File: src/verilog/tf_cmd_pkg.sv
// Package for the task-file sector command block: register selects, opcodes, bit positions.
// Assumes both ends share one 250 MHz clock and one active-low asynchronous reset.
package tf_cmd_pkg;
  // ==========================================================
  // Task-file register selects (3-bit address on the link)
  localparam logic [2:0] SEL_DATA = 3'h0;
  localparam logic [2:0] SEL_ERR = 3'h1;
  localparam logic [2:0] SEL_COUNT = 3'h2;
  localparam logic [2:0] SEL_LOW = 3'h3;
  localparam logic [2:0] SEL_MID = 3'h4;
  localparam logic [2:0] SEL_HIGH = 3'h5;
  localparam logic [2:0] SEL_TARGET = 3'h6;
  localparam logic [2:0] SEL_CMD = 3'h7;
  // ==========================================================
  // Opcodes
  localparam logic [7:0] OP_READ_EXT = 8'h24;
  localparam logic [7:0] OP_VERIFY = 8'h40;
  localparam logic [7:0] OP_VERIFY_EXT = 8'h42;
  // ==========================================================
  // Bit positions
  localparam int TGT_LBA_BIT = 6;
  localparam int TGT_DRIVE_BIT = 4;
  localparam int HOB_BIT = 7;
  localparam int ERR_UNC_BIT = 6;
  localparam int ERR_IDN_BIT = 4;
  localparam int ERR_ABT_BIT = 2;
  localparam int ERR_AMN_BIT = 0;
  localparam int ST_BSY_BIT = 7;
  localparam int ST_RDY_BIT = 6;
  localparam int ST_DSC_BIT = 4;
  localparam int ST_DRQ_BIT = 3;
  localparam int ST_ERR_BIT = 0;
  // ==========================================================
  // Sizes and reset values
  localparam int WORDS_PER_SECTOR = 256;
  localparam logic [7:0] TARGET_RESET = 8'ha0;
  localparam logic [16:0] COUNT_EXT_ZERO = 17'h1_0000;
  localparam logic [16:0] COUNT_28_ZERO = 17'h0_0100;
endpackage

File: src/verilog/tf_link_if.sv
// Interface carrying the task-file register port between host controller and device.
// Assumes one clock; a write or read is a one-cycle strobe with the select on addr.
`timescale 1ns/1ps
interface tf_link_if (
  input wire logic clk,
  input wire logic rst_n
);
  logic wr;
  logic rd;
  logic [2:0] addr;
  logic hob;
  logic [15:0] wdata;
  logic [15:0] rdata;
  logic drq;
  logic bsy;
  modport device (input wr, input rd, input addr, input hob, input wdata,
    output rdata, output drq, output bsy);
  modport host (output wr, output rd, output addr, output hob, output wdata,
    input rdata, input drq, input bsy);
endinterface

File: src/verilog/tf_sector_device.sv
// Device end: decodes the three sector commands, latches count and address from the
// current/previous register writes, streams read data, reports leftover count and address.
// Assumes a media engine that accepts one sector request and answers done or uncorrectable.
`timescale 1ns/1ps
// Functional notes
// Opcode 24h runs the 48-bit sector read
// Extended read moves one to 65,536 sectors
// Data passes one 16-bit word per access
// Uncorrectable sector stops extended read there
// Extended count: previous high byte, current low
// Extended address from current and previous bytes
// Failing address readable, high-byte select chooses
// Opcodes 40h and 41h both verify
// Retry bit in opcode is ignored
// Verify moves no data to host
// Verify count zero means 256 sectors
// 28-bit address from three bytes plus head
// Count register keeps sectors not processed
// Address registers keep last processed sector
// Opcode 42h runs 48-bit verify
// Uncorrectable sector ends extended verify there
// Only four error flags, three status bits; the status read drives five (BSY, RDY, DSC, DRQ, ERR)
// Host sets LBA bit and drive select
// Address-mode bit picks CHS or LBA; the device ignores it and forms lba_q the same way in both modes
// Drive-select bit picks master or slave
module tf_sector_device
  import tf_cmd_pkg::*;
#(
  parameter logic DRIVE_ID = 1'b0
) (
  input wire logic clk,
  input wire logic rst_n,
  tf_link_if.device link,
  output logic media_req,
  output logic [47:0] media_lba,
  input wire logic media_done,
  input wire logic media_unc,
  input wire logic [15:0] media_word,
  output logic media_word_take
);
  typedef enum logic [2:0] {
    ST_IDLE = 3'b000,
    ST_SEEK = 3'b001,
    ST_XFER = 3'b011,
    ST_NEXT = 3'b010,
    ST_DONE = 3'b110
  } state_t;

  state_t state_q;
  logic [7:0] cnt_cur_q, cnt_prev_q;
  logic [7:0] low_cur_q, low_prev_q, mid_cur_q, mid_prev_q, high_cur_q, high_prev_q;
  logic [7:0] target_q;
  logic [7:0] err_q;
  logic err_st_q;
  logic ext_q, xfer_q;
  logic [16:0] left_q;
  logic [47:0] lba_q;
  logic [7:0] word_q;
  logic [15:0] data_q;
  logic data_valid_q;
  logic selected;
  logic cmd_wr;
  logic [7:0] opc;

  // ==========================================================
  // Register write decode
  assign selected = (target_q[TGT_DRIVE_BIT] == DRIVE_ID);
  assign cmd_wr = link.wr && link.addr == SEL_CMD && state_q == ST_IDLE && selected;
  assign opc = {link.wdata[7:1], 1'b0};

  // Current/previous byte pairs shift on each write while idle
  always_ff @(posedge clk or negedge rst_n) begin
    if (!rst_n) begin
      cnt_cur_q <= 8'h00;
      cnt_prev_q <= 8'h00;
      low_cur_q <= 8'h00;
      low_prev_q <= 8'h00;
      mid_cur_q <= 8'h00;
      mid_prev_q <= 8'h00;
      high_cur_q <= 8'h00;
      high_prev_q <= 8'h00;
      target_q <= TARGET_RESET;
    end else if (link.wr && state_q == ST_IDLE) begin
      case (link.addr)
        SEL_COUNT: begin
          cnt_prev_q <= cnt_cur_q;
          cnt_cur_q <= link.wdata[7:0];
        end
        SEL_LOW: begin
          low_prev_q <= low_cur_q;
          low_cur_q <= link.wdata[7:0];
        end
        SEL_MID: begin
          mid_prev_q <= mid_cur_q;
          mid_cur_q <= link.wdata[7:0];
        end
        SEL_HIGH: begin
          high_prev_q <= high_cur_q;
          high_cur_q <= link.wdata[7:0];
        end
        SEL_TARGET: target_q <= link.wdata[7:0];
        default: ;
      endcase
    end else if (state_q == ST_DONE) begin
      // Write back leftover count and last/failing address
      cnt_cur_q <= left_q[7:0];
      cnt_prev_q <= left_q[15:8];
      low_cur_q <= lba_q[7:0];
      mid_cur_q <= lba_q[15:8];
      high_cur_q <= lba_q[23:16];
      if (ext_q) begin
        low_prev_q <= lba_q[31:24];
        mid_prev_q <= lba_q[39:32];
        high_prev_q <= lba_q[47:40];
      end else begin
        target_q <= {target_q[7:4], lba_q[27:24]};
      end
    end
  end

  // ==========================================================
  // Command sequencer
  always_ff @(posedge clk or negedge rst_n) begin
    if (!rst_n) begin
      state_q <= ST_IDLE;
      ext_q <= 1'b0;
      xfer_q <= 1'b0;
      left_q <= 17'h0_0000;
      lba_q <= 48'h0000_0000_0000;
      err_q <= 8'h00;
      err_st_q <= 1'b0;
      word_q <= 8'h00;
    end else begin
      case (state_q)
        ST_IDLE: begin
          if (cmd_wr) begin
            err_q <= 8'h00;
            err_st_q <= 1'b0;
            if (link.wdata[7:0] == OP_READ_EXT || link.wdata[7:0] == OP_VERIFY_EXT) begin
              ext_q <= 1'b1;
              xfer_q <= (link.wdata[7:0] == OP_READ_EXT);
              left_q <= ({cnt_prev_q, cnt_cur_q} == 16'h0000) ? COUNT_EXT_ZERO
                : {1'b0, cnt_prev_q, cnt_cur_q};
              lba_q <= {high_prev_q, mid_prev_q, low_prev_q,
                high_cur_q, mid_cur_q, low_cur_q};
              state_q <= ST_SEEK;
            end else if (opc == OP_VERIFY) begin
              ext_q <= 1'b0;
              xfer_q <= 1'b0;
              left_q <= (cnt_cur_q == 8'h00) ? COUNT_28_ZERO
                : {9'h000, cnt_cur_q};
              // CHS passes the same byte layout; geometry is the media engine's job
              lba_q <= {20'h0_0000, target_q[3:0], high_cur_q, mid_cur_q, low_cur_q};
              state_q <= ST_SEEK;
            end else begin
              err_q[ERR_ABT_BIT] <= 1'b1;
              err_st_q <= 1'b1;
            end
          end
        end
        ST_SEEK: begin
          if (media_unc) begin
            err_q[ERR_UNC_BIT] <= 1'b1;
            err_st_q <= 1'b1;
            state_q <= ST_DONE;
          end else if (media_done) begin
            word_q <= 8'h00;
            state_q <= xfer_q ? ST_XFER : ST_NEXT;
          end
        end
        ST_XFER: begin
          if (link.rd && link.addr == SEL_DATA && data_valid_q) begin
            word_q <= word_q + 8'h01;
            if (word_q == 8'(WORDS_PER_SECTOR - 1)) begin
              state_q <= ST_NEXT;
            end
          end
        end
        ST_NEXT: begin
          left_q <= left_q - 17'h0_0001;
          if (left_q == 17'h0_0001) begin
            state_q <= ST_DONE; // lba_q stays on last processed sector
          end else begin
            lba_q <= lba_q + 48'h0000_0000_0001;
            state_q <= ST_SEEK;
          end
        end
        ST_DONE: state_q <= ST_IDLE;
        default: state_q <= ST_IDLE;
      endcase
    end
  end

  // ==========================================================
  // Word staging from media toward the data register
  always_ff @(posedge clk or negedge rst_n) begin
    if (!rst_n) begin
      data_q <= 16'h0000;
      data_valid_q <= 1'b0;
    end else if (state_q != ST_XFER) begin
      data_valid_q <= 1'b0;
    end else if (!data_valid_q || (link.rd && link.addr == SEL_DATA)) begin
      data_q <= media_word;
      data_valid_q <= !(link.rd && link.addr == SEL_DATA && word_q == 8'hff);
    end
  end

  assign media_word_take = state_q == ST_XFER && (!data_valid_q ||
    (link.rd && link.addr == SEL_DATA && word_q != 8'hff));
  assign media_req = state_q == ST_SEEK;
  assign media_lba = lba_q;
  assign link.drq = state_q == ST_XFER && data_valid_q;
  assign link.bsy = state_q != ST_IDLE && !link.drq;

  // ==========================================================
  // Register read mux; high-byte select picks previous bytes
  always_comb begin
    link.rdata = 16'h0000;
    case (link.addr)
      SEL_DATA: link.rdata = data_q;
      SEL_ERR: link.rdata = {8'h00, err_q};
      SEL_COUNT: link.rdata = {8'h00, link.hob ? cnt_prev_q : cnt_cur_q};
      SEL_LOW: link.rdata = {8'h00, link.hob ? low_prev_q : low_cur_q};
      SEL_MID: link.rdata = {8'h00, link.hob ? mid_prev_q : mid_cur_q};
      SEL_HIGH: link.rdata = {8'h00, link.hob ? high_prev_q : high_cur_q};
      SEL_TARGET: link.rdata = {8'h00, target_q};
      SEL_CMD: link.rdata = {8'h00, link.bsy, !link.bsy, 1'b0, !link.bsy, link.drq,
        2'b00, err_st_q};
      default: link.rdata = 16'h0000;
    endcase
  end
endmodule // tf_sector_device

File: src/flat_wrapper.sv
// flat-port wrapper written by rule: the top's interface ports become plain ports
module tf_sector_device_flat import tf_cmd_pkg::*;
#(
  parameter logic DRIVE_ID = 1'b0
)
  (clk, rst_n, media_req, media_lba, media_done, media_unc, media_word, media_word_take, link_wr, link_rd, link_addr, link_hob, link_wdata, link_rdata, link_drq, link_bsy);
  tf_link_if link_i (.clk(clk), .rst_n(rst_n));
  input wire logic clk;
  input wire logic rst_n;
  output logic media_req;
  output logic [47:0] media_lba;
  input wire logic media_done;
  input wire logic media_unc;
  input wire logic [15:0] media_word;
  output logic media_word_take;
  input wire logic [$bits(link_i.wr)-1:0] link_wr;
  input wire logic [$bits(link_i.rd)-1:0] link_rd;
  input wire logic [$bits(link_i.addr)-1:0] link_addr;
  input wire logic [$bits(link_i.hob)-1:0] link_hob;
  input wire logic [$bits(link_i.wdata)-1:0] link_wdata;
  output wire logic [$bits(link_i.rdata)-1:0] link_rdata;
  output wire logic [$bits(link_i.drq)-1:0] link_drq;
  output wire logic [$bits(link_i.bsy)-1:0] link_bsy;
  assign link_i.wr = link_wr;
  assign link_i.rd = link_rd;
  assign link_i.addr = link_addr;
  assign link_i.hob = link_hob;
  assign link_i.wdata = link_wdata;
  assign link_rdata = link_i.rdata;
  assign link_drq = link_i.drq;
  assign link_bsy = link_i.bsy;
  tf_sector_device #(.DRIVE_ID(DRIVE_ID)) u_core (.clk(clk), .rst_n(rst_n), .link(link_i), .media_req(media_req), .media_lba(media_lba), .media_done(media_done), .media_unc(media_unc), .media_word(media_word), .media_word_take(media_word_take));
endmodule
File: config.mk
export PLATFORM = sky130hd
export DESIGN_NAME = tf_sector_device_flat
export DESIGN_NICKNAME = d
export VERILOG_FILES = /design/src/verilog/tf_cmd_pkg.sv /design/src/verilog/tf_link_if.sv /design/src/verilog/tf_sector_device.sv /design/src/flat_wrapper.sv
export SDC_FILE = /design/constraint.sdc
export NUM_CORES = 1
export LEC_CHECK = 0
export BUFFER_PORTS_ARGS = -buffer_cell sky130_fd_sc_hd__buf_4
export CORE_AREA = 5 5 163 165
export DETAILED_ROUTE_END_ITERATION = 12
export DIE_AREA = 0 0 168 170
export PLACE_DENSITY = 0.66
export SKIP_LAST_GASP = 1
export SLEW_MARGIN = 20
export SYNTH_ARGS = -nofsm -noshare
export SYNTH_HDL_FRONTEND = slang
export SYNTH_SLANG_ARGS = --single-unit
File: constraint.sdc
create_clock -name clk -period 2.76 [get_ports clk]
set_input_delay 0 -clock clk [delete_from_list [all_inputs] [get_ports clk]]
set_output_delay 0 -clock clk [all_outputs]
set_load 0.03 [all_outputs]
======== Yosys cells after proc, flatten, opt, wreduce, memory -nomap -nowiden ========
Index checks and enable logic that the tools add are counted.
storage, ports and cells
  bits in registers ....................... 170
  bits in latches ......................... 0
  RAM bits ................................ 0
  bits in read-only memories .............. 0
  input port bits ......................... 42
  output and inout port bits .............. 68
  memories kept ........................... 0
cells by class
  add/sub/neg operators ................... 3
  multipliers ............................. 0
  divide/modulo/power cells ............... 0
  magnitude comparators ................... 0
  eq/ne operators ......................... 33
  shift-type cells ........................ 0
  muxes and demuxes ....................... 73
  bitwise logic cells ..................... 2
  reductions and logical operators ........ 47
operators by type and width
  cell                                                                     count
  8-bit 2-to-1 mux                                                         37
  48-bit 2-to-1 mux                                                        4
  16-bit case mux with 8 select lines                                      1
  48-bit case mux with 2 select lines                                      1
  17-bit 2-to-1 mux                                                        4
  48-bit by 1-bit adder with 48-bit output, second input constant          1
  17-bit case mux with 2 select lines                                      1
  3-bit 2-to-1 mux                                                         8
  3-bit AND reduction                                                      7
  17-bit by 1-bit equality test with 1-bit output, second input constant   1
  17-bit by 1-bit subtractor with 17-bit output, second input constant     1
  16-bit zero test                                                         1
  2-bit inequality test, second input constant                             8
  8-bit case mux with 2 select lines                                       1
  3-bit equality test, second input constant                               5
  2-bit AND reduction                                                      7
  2-bit nonzero test                                                       7
  3-bit by 2-bit equality test with 1-bit output, second input constant    4
  3-bit case mux with 4 select lines                                       1
  1-bit logical AND                                                        11
  1-bit 2-to-1 mux                                                         10
  2-bit by 1-bit inequality test with 1-bit output, second input constant  5
  9-bit 2-to-1 mux                                                         1
  8-bit by 1-bit adder with 8-bit output, second input constant            1
  other kinds (20)                                                         30

======== Longest topological paths before layout ========
  depth in word-level cells ............... 6
  depth in mapped cells ................... 9

======== Least setup slack after synthesis ========
OpenSTA, ideal clock, no wires.
  kind .................................... register -> register
  start ................................... register u_core.lba_q[2] (netlist: u_core.media_lba[2])
  end ..................................... register u_core.lba_q[33] (netlist: u_core.media_lba[33])
  library setup time ...................... 0.123 ns
  data arrival time ....................... 2.101 ns
  path slack .............................. 0.536 ns
  stages on the path, launching flop included .. 8
  path buffers ............................ 1
  period minus slack after synthesis ...... 2.224 ns
  cell sequence ........................... dfrtp_1 > and4_1 > clkbuf_1 > nand4_1 > nor3_1 > and3_1 > o21ai_0 > o2bb2ai_1
between the ends
  longest elaborated chain between the ends .. 3
ends and longest elaborated chain
  item                                      RTL line                 RTL
  from (decl)                               tf_sector_device.sv:57   logic [47:0] lba_q;
  from (signal assigned)                    tf_sector_device.sv:144  lba_q <= {high_prev_q, mid_prev_q, low_prev_q,
  from (signal assigned)                    tf_sector_device.sv:153  lba_q <= {20'h0_0000, target_q[3:0], high_cur_q, mid_cur_q, low_cur_q};
  from (signal assigned)                    tf_sector_device.sv:184  lba_q <= lba_q + 48'h0000_0000_0001;
  48-bit by 1-bit adder with 48-bit output  tf_sector_device.sv:184
  48-bit 2-to-1 mux                         tf_sector_device.sv:181  if (left_q == 17'h0_0001) begin
  48-bit case mux with 2 select lines       tf_sector_device.sv:134  case (state_q)
Every way passes these cells. The select of a mux whose other input is x is not followed.
A chain may end at the register's enable or synchronous reset.

======== Worst setup path in the final report ========
  start ................................... register u_core.left_q[5]
  end ..................................... register u_core.lba_q[46] (netlist: u_core.media_lba[46])
between the ends
  longest elaborated chain between the ends .. 3
ends and longest elaborated chain
  item                                             RTL line                 RTL
  from (decl)                                      tf_sector_device.sv:56   logic [16:0] left_q;
  from (signal assigned)                           tf_sector_device.sv:142  left_q <= ({cnt_prev_q, cnt_cur_q} == 16'h0000) ? COUNT_EXT_ZERO
  from (signal assigned)                           tf_sector_device.sv:150  left_q <= (cnt_cur_q == 8'h00) ? COUNT_28_ZERO
  from (signal assigned)                           tf_sector_device.sv:180  left_q <= left_q - 17'h0_0001;
  17-bit by 1-bit equality test with 1-bit output  tf_sector_device.sv:181
  2-bit inequality test (no line)                  -
  4-bit AND reduction (no line)                    -
Every way passes these cells.

==> qor.txt <==
Status: complete, no violations
Fraction of layout instances using a drive strength above 1: 18.1%
Setup violators final: 0
Crit path max-delay family: simple AND/OR/NAND/NOR gates
Setup crit start kind: flop
Clk buf depth: 2
Row cnt: 58
Max Freq: 388 MHz
Clock transition at the registers of the reported paths: 70 ps
Clock group share of total power: 44.2%
Area leader, netlist: dfrtp_1
Die Y: 170 um
Vias in the first global route: 9044
Core box area: 24900 um^2
Post-synth EDFFs: 0
Max FFs per register: 48
DRT Pass-1 Iters: 6
Slew Limit Headroom: 39.3%
Pint: 4.17 mW
DR iter-0 viols: 1068
Synth warnings: 0
Worst vdd ir: 348 uV
Mapped Avg Cell Area: 8.39 um^2
Via Count: 9684
Sequential standard cell area: 4260 um^2
Library cells used by synthesis: 73
Setup CP Type: reg -> reg
Clock Tree Root: clkbuf_16
CP arrival: 2900 ps
Worst Setup Slack, final: 184 ps
Metal3 WL: 2500 um
Crit path largest cell delay: 570 ps
Max_cap viols: 0
Highest metal used: met4
Post-synth top cells: 168 x dfrtp_1, 156 x nand2_1, 147 x a21oi_1, 137 x nor2_1, 94 x o21ai_0
Mapped Nets: 1216
CP Capture Type: flop
Final instance area: 11800 um^2
Detail Route Antenna Nets: 0
TritonCTS clock tree: built
Post-DP HPWL: 22800 um
Met1 wire length: 15100 um
Buf/Inv on CP: 1
Placed Area: 11000 um^2
Synth area leaders: dfrtp_1 43%, a21oi_1 7.5%, nand2_1 6.0%
P&R area growth vs syn: 20.2%
Slowest CP cell: or4_4
Synth async-reset ratio: 100%
Via-to-Cell Ratio: 6.00
CTS H-tree depth: 4
Avg WL per Cell: 20.5 um
Period utilization: 93.3%
Most frequent cell after synthesis: dfrtp_1
Comb pwr share: 7.8%
GRT Overall Usage: 22.8%
DR WL met2: 15000 um
Min-delay worst type: in -> reg
CTS sink count: 170
Total negative slack: 0 ps
Worst skew pair latency: 440 ps
Seq/Total Area, Yosys: 43.4%
Critical path fanouts, max: 20
Final wirelength: 33100 um
Fin nets: 1316
Fin. max-slew vios: 0
Largest net degree at the start of global routing: 74
Worst Max-Slew Pin Slew: 910 ps
Critical Path RT: 3080 ps
Die X: 168 um
Synth Register Bits: 170
Most used DFF post-synth: dfrtp_1
Leakage: 4.90 nW
Final hold vios: 0
Pwr Total: 5.56 mW
Pwr/cell area: 472 nW/um^2
RSZ-0062 raised after global routing: no
Sw Pwr: 1.40 mW
Port Buffer Count: 101
Initial Util: 39.4%
Final Skew: 12.0 ps
Post-Synthesis Cells: 1170
Synthesized area: 9810 um^2
Post-Place Setup Slack: 223 ps
Sequential power share: 47.9%
Sw Share: 25.1%
Area of the multi-input gates: 5170 um^2
Fill cells: 2417
Global-route wire length before repair: 52100 um
RePlAce Congestion: 0.887
Antenna violations before repair: 0
Worst path cell trace: or4_4, or2_4, nor4_4, o21ai_4, buf_4, a21oi_1, nor2_1
Die Footprint: 28600 um^2
Tmin final: 2580 ps
Grt ovf: 0
N_diodes: 0
Number of buffers created by CTS: 17
Share of the synthesized area in the top cell type: 42.9%
Drt drc: 0
# IOs: 110
[power groups by stage]
stage	Sequential, mW	Clock (mW)	Combinational, mW
after floorplan	2.68	0	0.234
after global placement	2.71	0	0.402
after detailed placement	2.71	0	0.408
after CTS	2.66	2.48	0.436
after global routing	2.68	2.57	0.482
final	2.67	2.46	0.436
[per-stage QoR]
step                instances  utilization [%]  hold WS [ps]
floorplan                1170                -          -296
global placement         1558             44.0          70.9
detailed placement       1558             44.0          71.5
CTS                      1613             47.4          6.91
global route             1613             47.4          55.1
finish                   1613             47.4          15.1
[repair_timing]
action | in CTS | in global routing
buffers inserted | 0 | 0
gates resized for setup | 0 | 0
endpoints found under the setup margin | 0 | 0
hold endpoints to repair | 89 | 0
hold buffers | 23 | 0
[routing by layer]
metal,GRT usage [%],up-vias
met5,0,-
met2,35.4,408
li1,-,4470
met3,4.09,45
met4,5.40,0
met1,33.4,4761
[worst paths after layout]
check,from,endpoint,slack (ps),depth (start not counted)
max,u_core.left_q[5],u_core.media_lba[46],180,7
min,media_done,u_core.state_q[1],20,4
max reg2reg,u_core.left_q[5],u_core.media_lba[46],180,7
min reg2reg,u_core.word_q[7],u_core.word_q[7],500,1
max in group asynchronous,rst_n,u_core.low_prev_q[6],1670,3
min in group asynchronous,rst_n,u_core.word_q[4],160,2
[worst min-delay path, stage by stage]
cell and delay [ps]:
buf_4 80, or3_1 120, nand2_1 60, a21oi_1 150
[kinds of logic after synthesis]
family                   share of synthesized area (%)
AND/OR/NAND/NOR                                   22.2
AO/OA/AOI/OAI                                     25.1
flip-flops                                        43.4
buffers and inverters                             4.09
multiplexers                                      4.74
adder cells (fa/ha/maj)                          0.510
[area by class of cell]
cell class                      instances  share of cell area [%]
Clock buffer                           19                    3.84
Inverter                                9                   0.287
Multi-Input combinational cell        911                    43.9
Clock inverter                         13                    1.20
Timing Repair Buffer                  161                    11.2
Tap cell                              330                    3.50
Sequential cell                       170                    36.1
[placed cells by master, fill, tap and decap left out, types with 4 or more instances in the layout]
cell and count:
nand3_1 29, or2_2 6, a21oi_1 147, o21ai_1 11, a2bb2oi_2 6, and2_1 23
nor4_1 10, ha_1 4, buf_12 4, a211oi_1 5, nor3_1 22, clkbuf_16 17
o2bb2ai_1 7, o22a_1 8, and4_1 9, nand4_1 9, a221oi_1 9, mux2_2 27
nor2_1 137, dfrtp_1 168, o22ai_1 10, o211ai_1 5, buf_4 133, a31oi_1 45
and3_1 18, dlygate4sd3_1 23, a22oi_1 24, a21oi_2 4, or3_1 9, nand2b_1 8
nand2_1 155, inv_1 9, mux2i_1 15, o21ai_0 94
No activity file was read; power rests on OpenSTA's default activity.
